File: config.mk
export PLATFORM = sky130hd
export DESIGN_NAME = rsa_top
export DESIGN_NICKNAME = d
export VERILOG_FILES = /design/src/rtl/rsa_pkg.sv /design/src/rtl/rsa_alu_if.sv /design/src/rtl/rsa_alu_core.sv /design/src/rtl/rsa_top.sv
export SDC_FILE = /design/constraint.sdc
export NUM_CORES = 1
export LEC_CHECK = 0
export ABC_AREA = 1
export CAP_MARGIN = 25
export CELL_PAD_IN_SITES_DETAIL_PLACEMENT = 0
export CELL_PAD_IN_SITES_GLOBAL_PLACEMENT = 1
export CORE_ASPECT_RATIO = 1.1
export CORE_MARGIN = 4
export CORE_UTILIZATION = 41
export CTS_CLUSTER_DIAMETER = 200
export CTS_CLUSTER_SIZE = 16
export DETAILED_ROUTE_END_ITERATION = 8
export DONT_BUFFER_PORTS = 1
export GPL_ROUTABILITY_DRIVEN = 0
export PLACE_DENSITY = 0.72
export SLEW_MARGIN = 20
export SYNTH_ARGS = -nofsm -noshare
export SYNTH_HDL_FRONTEND = slang
export SYNTH_SLANG_ARGS = --single-unit
File: constraint.sdc
create_clock -name i_sys_clk -period 7.4 [get_ports i_sys_clk]
set_input_delay 0.74 -clock i_sys_clk [delete_from_list [all_inputs] [get_ports i_sys_clk]]
set_output_delay 0.74 -clock i_sys_clk [all_outputs]
set_load 0.01 [all_outputs]
File: src/rtl/rsa_pkg.sv
// Shared constants and types for the rotate/subtract datapath.
// Assumes an 8-bit core with a simple single-cycle register port.
package rsa_pkg;
	localparam int RSA_DATA_W = 8;
	localparam int RSA_ADDR_W = 4;
	localparam int RSA_NIB_W = 4;
	localparam int RSA_FLAG_W = 6;
	// Register byte addresses
	localparam logic [RSA_ADDR_W-1:0] RSA_OFS_ACC = 4'h0;
	localparam logic [RSA_ADDR_W-1:0] RSA_OFS_FLAGS = 4'h4;
	// Flag bit positions in the status register
	localparam int RSA_FB_C = 0;
	localparam int RSA_FB_AC = 1;
	localparam int RSA_FB_Z = 2;
	localparam int RSA_FB_OV = 3;
	localparam int RSA_FB_SC = 4;
	localparam int RSA_FB_CZ = 5;
	// Reset values
	localparam logic [RSA_DATA_W-1:0] RSA_ACC_RST = 8'h00;
	localparam logic [RSA_FLAG_W-1:0] RSA_FLAGS_RST = 6'h00;
	localparam logic [RSA_DATA_W-1:0] RSA_ZERO = 8'h00;

	typedef logic [RSA_DATA_W-1:0] rsa_byte_t;
	typedef logic [RSA_FLAG_W-1:0] rsa_flags_t;

	// Operation codes presented by the instruction sequencer
	typedef enum logic [2:0] {
		RSA_ROTL_CARRY_TO_ACC,
		RSA_ROTR_MEM,
		RSA_ROTR_TO_ACC,
		RSA_ROTR_CARRY_MEM,
		RSA_ROTR_CARRY_TO_ACC,
		RSA_SUB_WITH_BORROW,
		RSA_SUB_WITH_BORROW_IMM
	} rsa_op_e;
endpackage : rsa_pkg

File: src/rtl/rsa_alu_if.sv
// Bundle between the datapath top and its combinational operation core.
// Assumes both ends sit in the same clock domain.
`timescale 1ns/10ps
`default_nettype none
interface rsa_alu_if;
	import rsa_pkg::*;
	rsa_op_e op;
	rsa_byte_t acc;
	rsa_byte_t mem;
	rsa_byte_t imm;
	logic carry;
	logic chained_zero;
	rsa_byte_t result;
	logic wr_acc;
	logic wr_mem;
	logic wr_carry;
	logic wr_all;
	rsa_flags_t flags_new;

	modport core (input op, acc, mem, imm, carry, chained_zero,
		output result, wr_acc, wr_mem, wr_carry, wr_all, flags_new);
	modport user (output op, acc, mem, imm, carry, chained_zero,
		input result, wr_acc, wr_mem, wr_carry, wr_all, flags_new);
endinterface : rsa_alu_if
`default_nettype wire

File: src/rtl/rsa_alu_core.sv
// Combinational operation core: rotates and subtract-with-borrow.
// Assumes the top registers every result and steers it to its target.
`timescale 1ns/10ps
`default_nettype none
module rsa_alu_core (
	rsa_alu_if.core alu
);
	import rsa_pkg::*;

	logic [RSA_DATA_W:0] sum9;
	logic [RSA_NIB_W:0] nib5;
	rsa_byte_t sub_opnd;
	rsa_byte_t diff;
	logic ov;
	logic zero;

	// Difference as acc + ~opnd + carry, so carry out is inverted borrow
	always_comb begin
		sub_opnd = (alu.op == RSA_SUB_WITH_BORROW_IMM) ? alu.imm : alu.mem;
		sum9 = {1'b0, alu.acc} + {1'b0, ~sub_opnd}
			+ {{RSA_DATA_W{1'b0}}, alu.carry};
		nib5 = {1'b0, alu.acc[RSA_NIB_W-1:0]} + {1'b0, ~sub_opnd[RSA_NIB_W-1:0]}
			+ {{RSA_NIB_W{1'b0}}, alu.carry};
		diff = sum9[RSA_DATA_W-1:0];
		ov = (alu.acc[RSA_DATA_W-1] != sub_opnd[RSA_DATA_W-1])
			&& (diff[RSA_DATA_W-1] != alu.acc[RSA_DATA_W-1]);
		zero = (diff == RSA_ZERO);
	end

	// Operation select; carry flag image is built only by ops that write carry
	always_comb begin
		alu.result = alu.mem;
		alu.wr_acc = 1'b0;
		alu.wr_mem = 1'b0;
		alu.wr_carry = 1'b0;
		alu.wr_all = 1'b0;
		alu.flags_new = '0;
		unique case (alu.op)
			RSA_ROTL_CARRY_TO_ACC: begin
				alu.result = {alu.mem[RSA_DATA_W-2:0], alu.carry};
				alu.flags_new[RSA_FB_C] = alu.mem[RSA_DATA_W-1];
				alu.wr_acc = 1'b1;
				alu.wr_carry = 1'b1;
			end
			RSA_ROTR_MEM: begin
				alu.result = {alu.mem[0], alu.mem[RSA_DATA_W-1:1]};
				alu.wr_mem = 1'b1;
			end
			RSA_ROTR_TO_ACC: begin
				alu.result = {alu.mem[0], alu.mem[RSA_DATA_W-1:1]};
				alu.wr_acc = 1'b1;
			end
			RSA_ROTR_CARRY_MEM: begin
				alu.result = {alu.carry, alu.mem[RSA_DATA_W-1:1]};
				alu.flags_new[RSA_FB_C] = alu.mem[0];
				alu.wr_mem = 1'b1;
				alu.wr_carry = 1'b1;
			end
			RSA_ROTR_CARRY_TO_ACC: begin
				alu.result = {alu.carry, alu.mem[RSA_DATA_W-1:1]};
				alu.flags_new[RSA_FB_C] = alu.mem[0];
				alu.wr_acc = 1'b1;
				alu.wr_carry = 1'b1;
			end
			RSA_SUB_WITH_BORROW, RSA_SUB_WITH_BORROW_IMM: begin
				alu.result = diff;
				alu.wr_acc = 1'b1;
				alu.wr_all = 1'b1;
				alu.flags_new[RSA_FB_C] = sum9[RSA_DATA_W];
				alu.flags_new[RSA_FB_AC] = nib5[RSA_NIB_W];
				alu.flags_new[RSA_FB_Z] = zero;
				alu.flags_new[RSA_FB_OV] = ov;
				alu.flags_new[RSA_FB_SC] = ov ^ diff[RSA_DATA_W-1];
				// Chained zero only holds if the earlier byte was zero too
				alu.flags_new[RSA_FB_CZ] = zero & alu.chained_zero;
			end
			default: begin
				alu.result = alu.mem; // Illegal code: no write at all
			end
		endcase
	end
endmodule : rsa_alu_core
`default_nettype wire

File: src/rtl/rsa_top.sv
// Rotate and subtract-with-borrow datapath with accumulator and flags.
// Assumes the sequencer gives one op per strobe with its operand valid
// in the same cycle, and accepts a one-cycle memory write-back pulse.
//
// Summary of operation
// - Left rotate through carry into accumulator.
// - Right rotate memory in place, flags kept.
// - Right rotate memory into accumulator, flags kept.
// - Right rotate memory through carry, write back.
// - Right rotate through carry into accumulator.
// - Accumulator minus memory minus inverted carry.
// - Carry set when difference non-negative, else cleared.
// - Subtract updates six flags; rotates through carry update carry only.
// - Subtract variant uses immediate operand.
// - Immediate subtract result goes to accumulator.
//
// The implementer's own choices: the address-and-strobe port and the register offsets.
`timescale 1ns/10ps
`default_nettype none
module rsa_top (
	input wire logic i_sys_clk,
	input wire logic i_sys_rst,
	// Sequencer side
	input wire logic i_op_valid,
	input wire rsa_pkg::rsa_op_e i_op,
	input wire rsa_pkg::rsa_byte_t i_mem_rdata,
	input wire rsa_pkg::rsa_byte_t i_imm,
	output logic o_mem_we,
	output rsa_pkg::rsa_byte_t o_mem_wdata,
	output logic o_op_done,
	output rsa_pkg::rsa_byte_t o_acc,
	output rsa_pkg::rsa_flags_t o_flags,
	// Register port
	input wire logic [rsa_pkg::RSA_ADDR_W-1:0] i_reg_addr,
	input wire rsa_pkg::rsa_byte_t i_reg_wdata,
	input wire logic i_reg_wr,
	input wire logic i_reg_rd,
	output rsa_pkg::rsa_byte_t o_reg_rdata
);
	import rsa_pkg::*;

	rsa_byte_t accumulator_reg_q;
	rsa_byte_t accumulator_reg_d;
	rsa_flags_t flags_q;
	rsa_flags_t flags_d;
	logic mem_we_q;
	logic mem_we_d;
	rsa_byte_t mem_wdata_q;
	rsa_byte_t mem_wdata_d;
	logic op_done_q;
	logic op_done_d;
	rsa_byte_t rdata_q;
	rsa_byte_t rdata_d;

	rsa_alu_if alu ();

	// Core sees the registered accumulator and flags
	assign alu.op = i_op;
	assign alu.acc = accumulator_reg_q;
	assign alu.mem = i_mem_rdata;
	assign alu.imm = i_imm;
	assign alu.carry = flags_q[RSA_FB_C];
	assign alu.chained_zero = flags_q[RSA_FB_CZ];

	rsa_alu_core u_core (
		.alu(alu)
	);

	// Next state; an op beats a same-cycle register write so the
	// sequencer never loses a result to software
	always_comb begin
		accumulator_reg_d = accumulator_reg_q;
		flags_d = flags_q;
		mem_we_d = 1'b0;
		mem_wdata_d = mem_wdata_q;
		op_done_d = 1'b0;
		if (i_reg_wr && i_reg_addr == RSA_OFS_ACC) begin
			accumulator_reg_d = i_reg_wdata;
		end
		if (i_reg_wr && i_reg_addr == RSA_OFS_FLAGS) begin
			flags_d = i_reg_wdata[RSA_FLAG_W-1:0];
		end
		if (i_op_valid) begin
			op_done_d = 1'b1;
			if (alu.wr_acc) begin
				accumulator_reg_d = alu.result;
			end
			if (alu.wr_mem) begin
				mem_we_d = 1'b1;
				mem_wdata_d = alu.result;
			end
			if (alu.wr_all) begin
				flags_d = alu.flags_new;
			end else if (alu.wr_carry) begin
				flags_d[RSA_FB_C] = alu.flags_new[RSA_FB_C];
			end
		end
	end

	// Read data one cycle after the strobe; unmapped reads give zero
	always_comb begin
		rdata_d = RSA_ZERO;
		if (i_reg_rd && i_reg_addr == RSA_OFS_ACC) begin
			rdata_d = accumulator_reg_q;
		end else if (i_reg_rd && i_reg_addr == RSA_OFS_FLAGS) begin
			rdata_d = {{(RSA_DATA_W-RSA_FLAG_W){1'b0}}, flags_q};
		end
	end

	// State registers
	always_ff @(posedge i_sys_clk) begin
		if (i_sys_rst) begin
			accumulator_reg_q <= RSA_ACC_RST;
			flags_q <= RSA_FLAGS_RST;
			mem_we_q <= 1'b0;
			mem_wdata_q <= RSA_ZERO;
			op_done_q <= 1'b0;
			rdata_q <= RSA_ZERO;
		end else begin
			accumulator_reg_q <= accumulator_reg_d;
			flags_q <= flags_d;
			mem_we_q <= mem_we_d;
			mem_wdata_q <= mem_wdata_d;
			op_done_q <= op_done_d;
			rdata_q <= rdata_d;
		end
	end

	assign o_acc = accumulator_reg_q;
	assign o_flags = flags_q;
	assign o_mem_we = mem_we_q; // Pulse; address is the sequencer's own
	assign o_mem_wdata = mem_wdata_q;
	assign o_op_done = op_done_q;
	assign o_reg_rdata = rdata_q;
endmodule : rsa_top
`default_nettype wire

==> results.cfg, run 1 <==
[run_status]
outcome = complete, no violations

[floorplanning]
die_w_um = 78.27
rows = 27
dieArea_um2 = 6676
start_util = 0.4337
die_h_um = 85.30
io_pins = 68
core_area_um2 = 5135

[drt]
wirelength_um = 6633
drc = 0
drt-initial-drc-count = 120
via_count = 2172
antenna_left = 0
dr.pass1.iters = 4
viasPerCell = 5.099
route.detailed.wl_per_inst_um = 15.57

[sta]
skew_ns = 0.006565
finalHoldWorstSlack_ns = 0.5205
max_freq_ghz = 0.2854
slew-limit-headroom = 0.5505
finalSetupViolations = 0
hold_viol = 0
rsz0062_at_grt = false
worst_slew_pin_slew_ns = 0.6735
finalCritPeriodShare = 0.4736
slew_viol_final = 0
tns_ns = 0
finalCriticalPeriod_ns = 3.504

[final_layout]
stdcell_count = 426
post-route-util = 0.4559
n_antenna_cell = 0
layout.nets = 399
fillCellCount = 597
layout-drive-gt1-share = 0.05085
area_growth_pct = 5.113

[power]
irDropWorstVdd_uv = 99.07
p_leak_nw = 1.228
power_mw = 0.4481
power.density_nw_per_um2 = 191.4

[clock_tree]
cts-resized-gates = 0
root_buffer = clkbuf_8
cts_sinks = 32
insertion_delay_ns = 0.28
cts_tree = yes
h-tree-depth = 2
path_clk_slew_ns = 0.07
cts_hold_buf = 0
cts.path.max_buffers = 2
cts_buffers = 5
cts_setup_buffers = 0

[worst_hold_path]
worstHoldPathType = in -> reg

[critical_path]
critical_path.most_common_cell = nand2_1
cp_top_family = simple AND/OR/NAND/NOR gates
crit_path_max_fanout = 14
worstPathCellList = inv_1, nand3_1, o21ai_0, inv_1, ha_1, nand2_1, nor2_1, nand2_1, nand3_1, nand2_1, nand2_1, a21oi_1, fa_1, nand3_1, nor2_1, nand3_1, nor2_1, nand3_1, nand2_1, nand2_1, nor2_1
worstPathRequired_ns = 7.62
cp_data_arrival_time_ns = 3.73
crit_slowest_cell = fa_1
path_buf_inv = 2
critPathKind = in -> reg
start_kind = primary input
slowest_delay_ns = 0.56
cp-end-kind = flip-flop

[placed_design]
place_inst = 418
portBuffers = 0
dpl.hpwl_um = 5500

[synth]
seq_area_frac_synth = 0.2876
ys_warn_count = 0
ys_types = 32
syn_avg_cell_area_um2 = 6.274
synth_nets = 401
synthCells = 355
syn-cell-area_um2 = 2227
synth_seq_cells = 32

[grt]
antenna_found_initial = 0
grtUsageTotal = 0.2086
grt_pass1_vias = 2165
grt_pass1_wl_um = 10810
grt_max_degree = 25
overflow = 0

[job]
max_cap_viol_count = 0
sequential cells by signal, summed over array words and instances (netlist names):
register     count
o_mem_wdata      8
o_reg_rdata      8
o_mem_we         1
o_flags          6
o_acc            8
o_op_done        1
layout make-up:
cell class / count / area, um2 / share of cell area
clock buffer: 6 / 82.58 / 0.03528
tap: 72 / 90.09 / 0.03848
inverter: 63 / 237.7 / 0.1015
sequential: 32 / 640.6 / 0.2736
clock inverter: 2 / 10.01 / 0.004276
multi-input combinational: 251 / 1280 / 0.5468
report_power, final:
group | switching (mW) | internal (mW)
logic | 0.0765 | 0.0390
registers | 0.0135 | 0.181
clock network | 0.0638 | 0.0741
total | 0.154 | 0.294
layer usage:
layer  vias up  GRT usage  routed length (um)
li1       1124          -                   -
met1       971     0.2490                2827
met2        70     0.3614                3209
met3         7    0.06688                 530
met4         0    0.05246                  66
met5         -          0                   0
cell usage after synthesis (all sizes together):
cell type | number | area share
a31oi | 1 | 0.0028
nand3 | 27 | 0.061
a21o | 2 | 0.0067
nand3b | 1 | 0.0034
clkinv | 1 | 0.0022
fa | 3 | 0.027
inv | 62 | 0.10
ha | 7 | 0.039
nor3 | 2 | 0.0096
mux2i | 2 | 0.0090
o211ai | 2 | 0.0067
buf | 7 | 0.023
o2111ai | 1 | 0.0039
o21a | 3 | 0.010
or2 | 2 | 0.0056
o21ai | 34 | 0.076
nand4 | 5 | 0.014
nor2 | 37 | 0.070
o32ai | 2 | 0.0079
dfxtp | 32 | 0.29
clkbuf | 2 | 0.0079
a21oi | 24 | 0.054
nand2 | 95 | 0.16
o22ai | 1 | 0.0028
final timing paths:
kind	startpoint	endpoint	slack (ns)	depth (start not counted)
setup / recovery	i_op[0]	o_flags[2]	3.90	21
hold / removal	i_sys_rst	o_mem_we	0.52	1
hold reg to reg	o_acc[6]	o_reg_rdata[6]	0.55	2
setup reg to reg	o_flags[0]	o_flags[2]	4.58	17
layout by cell type (no fill, tap or decap):
cell type / count
ha_1: 7
o21ai_0: 34
o211ai_1: 2
nor3_1: 1
mux2i_1: 2
clkbuf_8: 6
nand4_1: 5
nor2_2: 1
o2111ai_1: 1
clkinv_2: 3
inv_1: 61
fa_1: 3
nor2_1: 34
o21a_1: 3
o22ai_1: 1
dfxtp_1: 32
nand3_1: 27
nor3_4: 1
a31oi_1: 1
nand3b_1: 1
a21oi_1: 24
or2_0: 2
o32ai_1: 2
nand2_1: 91
nor2_4: 2
nand2_2: 4
inv_2: 1
a21o_1: 2
cell families after synthesis:
| kind of cell | after synthesis | synth area share |
|---|---|---|
| buffers and inverters | 72 | 0.1376 |
| AOI/OAI and AO/OA | 70 | 0.1714 |
| adders and majority gates | 10 | 0.06629 |
| muxes | 2 | 0.008989 |
| and+or+nand+nor | 169 | 0.3281 |
| DFF | 32 | 0.2876 |
metrics by stage:
stage	setup slack, ns	instance area, um2
floorplan	4.151	2227
global placement	3.728	2248
detailed placement	3.588	2248
CTS	3.870	2341
global route	3.471	2341
finish	3.896	2341
Note: power is estimated with default switching activity, not from simulation.
==> run 2, diff against run 1 <==
clock period = 3.5 ns   (was 7.4 ns; I/O delays follow)
==> run 2 against run 1 <==
  * Clock skew is 0.0028 ns lower
  * Largest cell class unchanged
  * Global-route usage down 0.16 points
  * First-iteration DRC count rose by 0.83%
  * Largest power group unchanged
  * Die area is the same
  * Critical path depth unchanged
  * Power increased by 110%
==> results.cfg, run 2 (synthesis results as in run 1) <==
[critical_path]
timing.rr.end = o_flags[5]
start_kind = primary input
critical_path.most_common_cell = nand2_1
worstPathCellList = inv_1, nand3_1, buf_4, mux2i_1, ha_1, nand2_1, nor2_1, nand2_1, nand3_1, nand2_1, nand2_1, a21oi_1, fa_1, nand3_1, nor2_1, nand3_1, nor2_1, nand3_1, nand2_1, nand2_1, nor2_1
reg2reg_from = o_flags[0]
cp_data_arrival_time_ns = 3.22
crit_path_max_fanout = 9
r2r_cells = 17
worstPathRequired_ns = 3.71
ff2ff_setup_slack_ns = 0.59
critPathKind = in -> reg
slowest_delay_ns = 0.54
crit_slowest_cell = fa_1
cp-end-kind = flip-flop

[clock_tree]
cts-resized-gates = 0
cts_setup_buffers = 0
path_clk_slew_ns = 0.06
cts_sinks = 32
root_buffer = clkbuf_8
cts_buffers = 5
cts_hold_buf = 0
cts_tree = yes
h-tree-depth = 2
cts.path.max_buffers = 2
insertion_delay_ns = 0.27

[grt]
grt_pass1_wl_um = 10810
antenna_found_initial = 0
grt_pass1_vias = 2088
grt_max_degree = 25
overflow = 0
grtUsageTotal = 0.2070

[placed_design]
portBuffers = 0
dpl.hpwl_um = 5510
dp_slack_ns = 0.2044

[floorplanning]
dieArea_um2 = 6676
rows = 27
die_h_um = 85.30
die_w_um = 78.27
core_area_um2 = 5135
start_util = 0.4337
io_pins = 68

[run_status]
outcome = complete, no violations

[final_layout]
area_growth_pct = 5.674
layout-drive-gt1-share = 0.05056
layout.nets = 401
n_antenna_cell = 0
mostFrequentLayoutCell = nand2_1
final_cell_mix = 91 x nand2_1, 61 x inv_1, 34 x o21ai_0, 34 x nor2_1, 32 x dfxtp_1

[drt]
wirelength_um = 6630
drc = 0
dr.pass1.iters = 4
antenna_left = 0
viasPerCell = 4.951
route.detailed.wl_per_inst_um = 15.49
via_count = 2119
drt-initial-drc-count = 121

[sta]
rsz0062_at_grt = false
finalCriticalPeriod_ns = 3.005
hold_viol = 0
finalHoldWorstSlack_ns = 0.1398
tns_ns = 0
slew-limit-headroom = 0.5390
worst_slew_pin_slew_ns = 0.6907
finalSetupViolations = 0
slew_viol_final = 0
finalCritPeriodShare = 0.8586
skew_ns = 0.003775
max_freq_ghz = 0.3328
setup_slack_ns = 0.4948

[power]
irDropWorstVdd_uv = 237.3
p_leak_nw = 1.231
power.density_nw_per_um2 = 400.6

[worst_hold_path]
min_to = o_mem_we
hold_depth = 1
min-delay-start = i_sys_rst
worstHoldPathType = in -> reg

[job]
max_cap_viol_count = 0
[run 2: cell types whose count changed in the layout (fill, tap and decap cells not counted)]
cell      delta
clkinv_2     -2
clkbuf_1     +2
buf_4        +2
[run 2: metal layers]
layer | GRT usage | wire (um) | vias up | part of all wire
met5 | 0 | 0 | - | 0
met4 | 0.02862 | 19 | 0 | 0.0029
met1 | 0.2648 | 2967 | 936 | 0.45
met2 | 0.3458 | 3173 | 54 | 0.48
met3 | 0.07006 | 470 | 2 | 0.071
li1 | - | - | 1127 | -
[run 2: where the power goes]
| part | switching, mW | total, mW | internal [mW] |
|---|---|---|---|
| logic | 0.161 | 0.245 | 0.0836 |
| registers | 0.0283 | 0.412 | 0.383 |
| clock network | 0.126 | 0.286 | 0.160 |
| total | 0.316 | 0.943 | 0.627 |
[run 2: final cells by class]
cell class / instances / area [um2]
clock buffers: 8 / 90.09
repair buffers: 2 / 15.01
inverters: 63 / 237.7
flip-flops and latches: 32 / 640.6
well taps: 72 / 90.09
multi-input cells: 251 / 1280
fillers: 598 / 2781
[run 2: worst max-delay path by stage]
stage	start	end	slack, ns	cells after the start
6_report	i_op[0]	o_flags[5]	0.49	21
5_1_grt	i_op[0]	o_flags[2]	0.14	21
4_1_cts	i_op[0]	o_flags[5]	0.48	21
3_5_place_dp	i_op[0]	o_flags[5]	0.20	21
3_3_place_gp	i_op[0]	o_flags[5]	0.24	22
2_1_floorplan	i_op[0]	o_flags[5]	0.64	22
[run 2: worst max-delay path: cells and delay by family]
kind | cells | cell delay, ns
adder cells (fa/ha/maj) | 2 | 0.95
buffers and inverters | 2 | 0.29
AND/OR/NAND/NOR | 15 | 1.43
multiplexers | 1 | 0.13
AO/OA/AOI/OAI | 1 | 0.07
[run 2: stage by stage]
stage | cell area (um2) | total power, mW | std cells | util
floorplan | 2227 | 0.6008 | 355 | -
global placement | 2263 | 0.6657 | 420 | 0.4408
detailed placement | 2263 | 0.6646 | 420 | 0.4408
CTS | 2354 | 0.9509 | 428 | 0.4583
global route | 2354 | 1.009 | 428 | 0.4583
finish | 2354 | 0.9428 | 428 | 0.4583
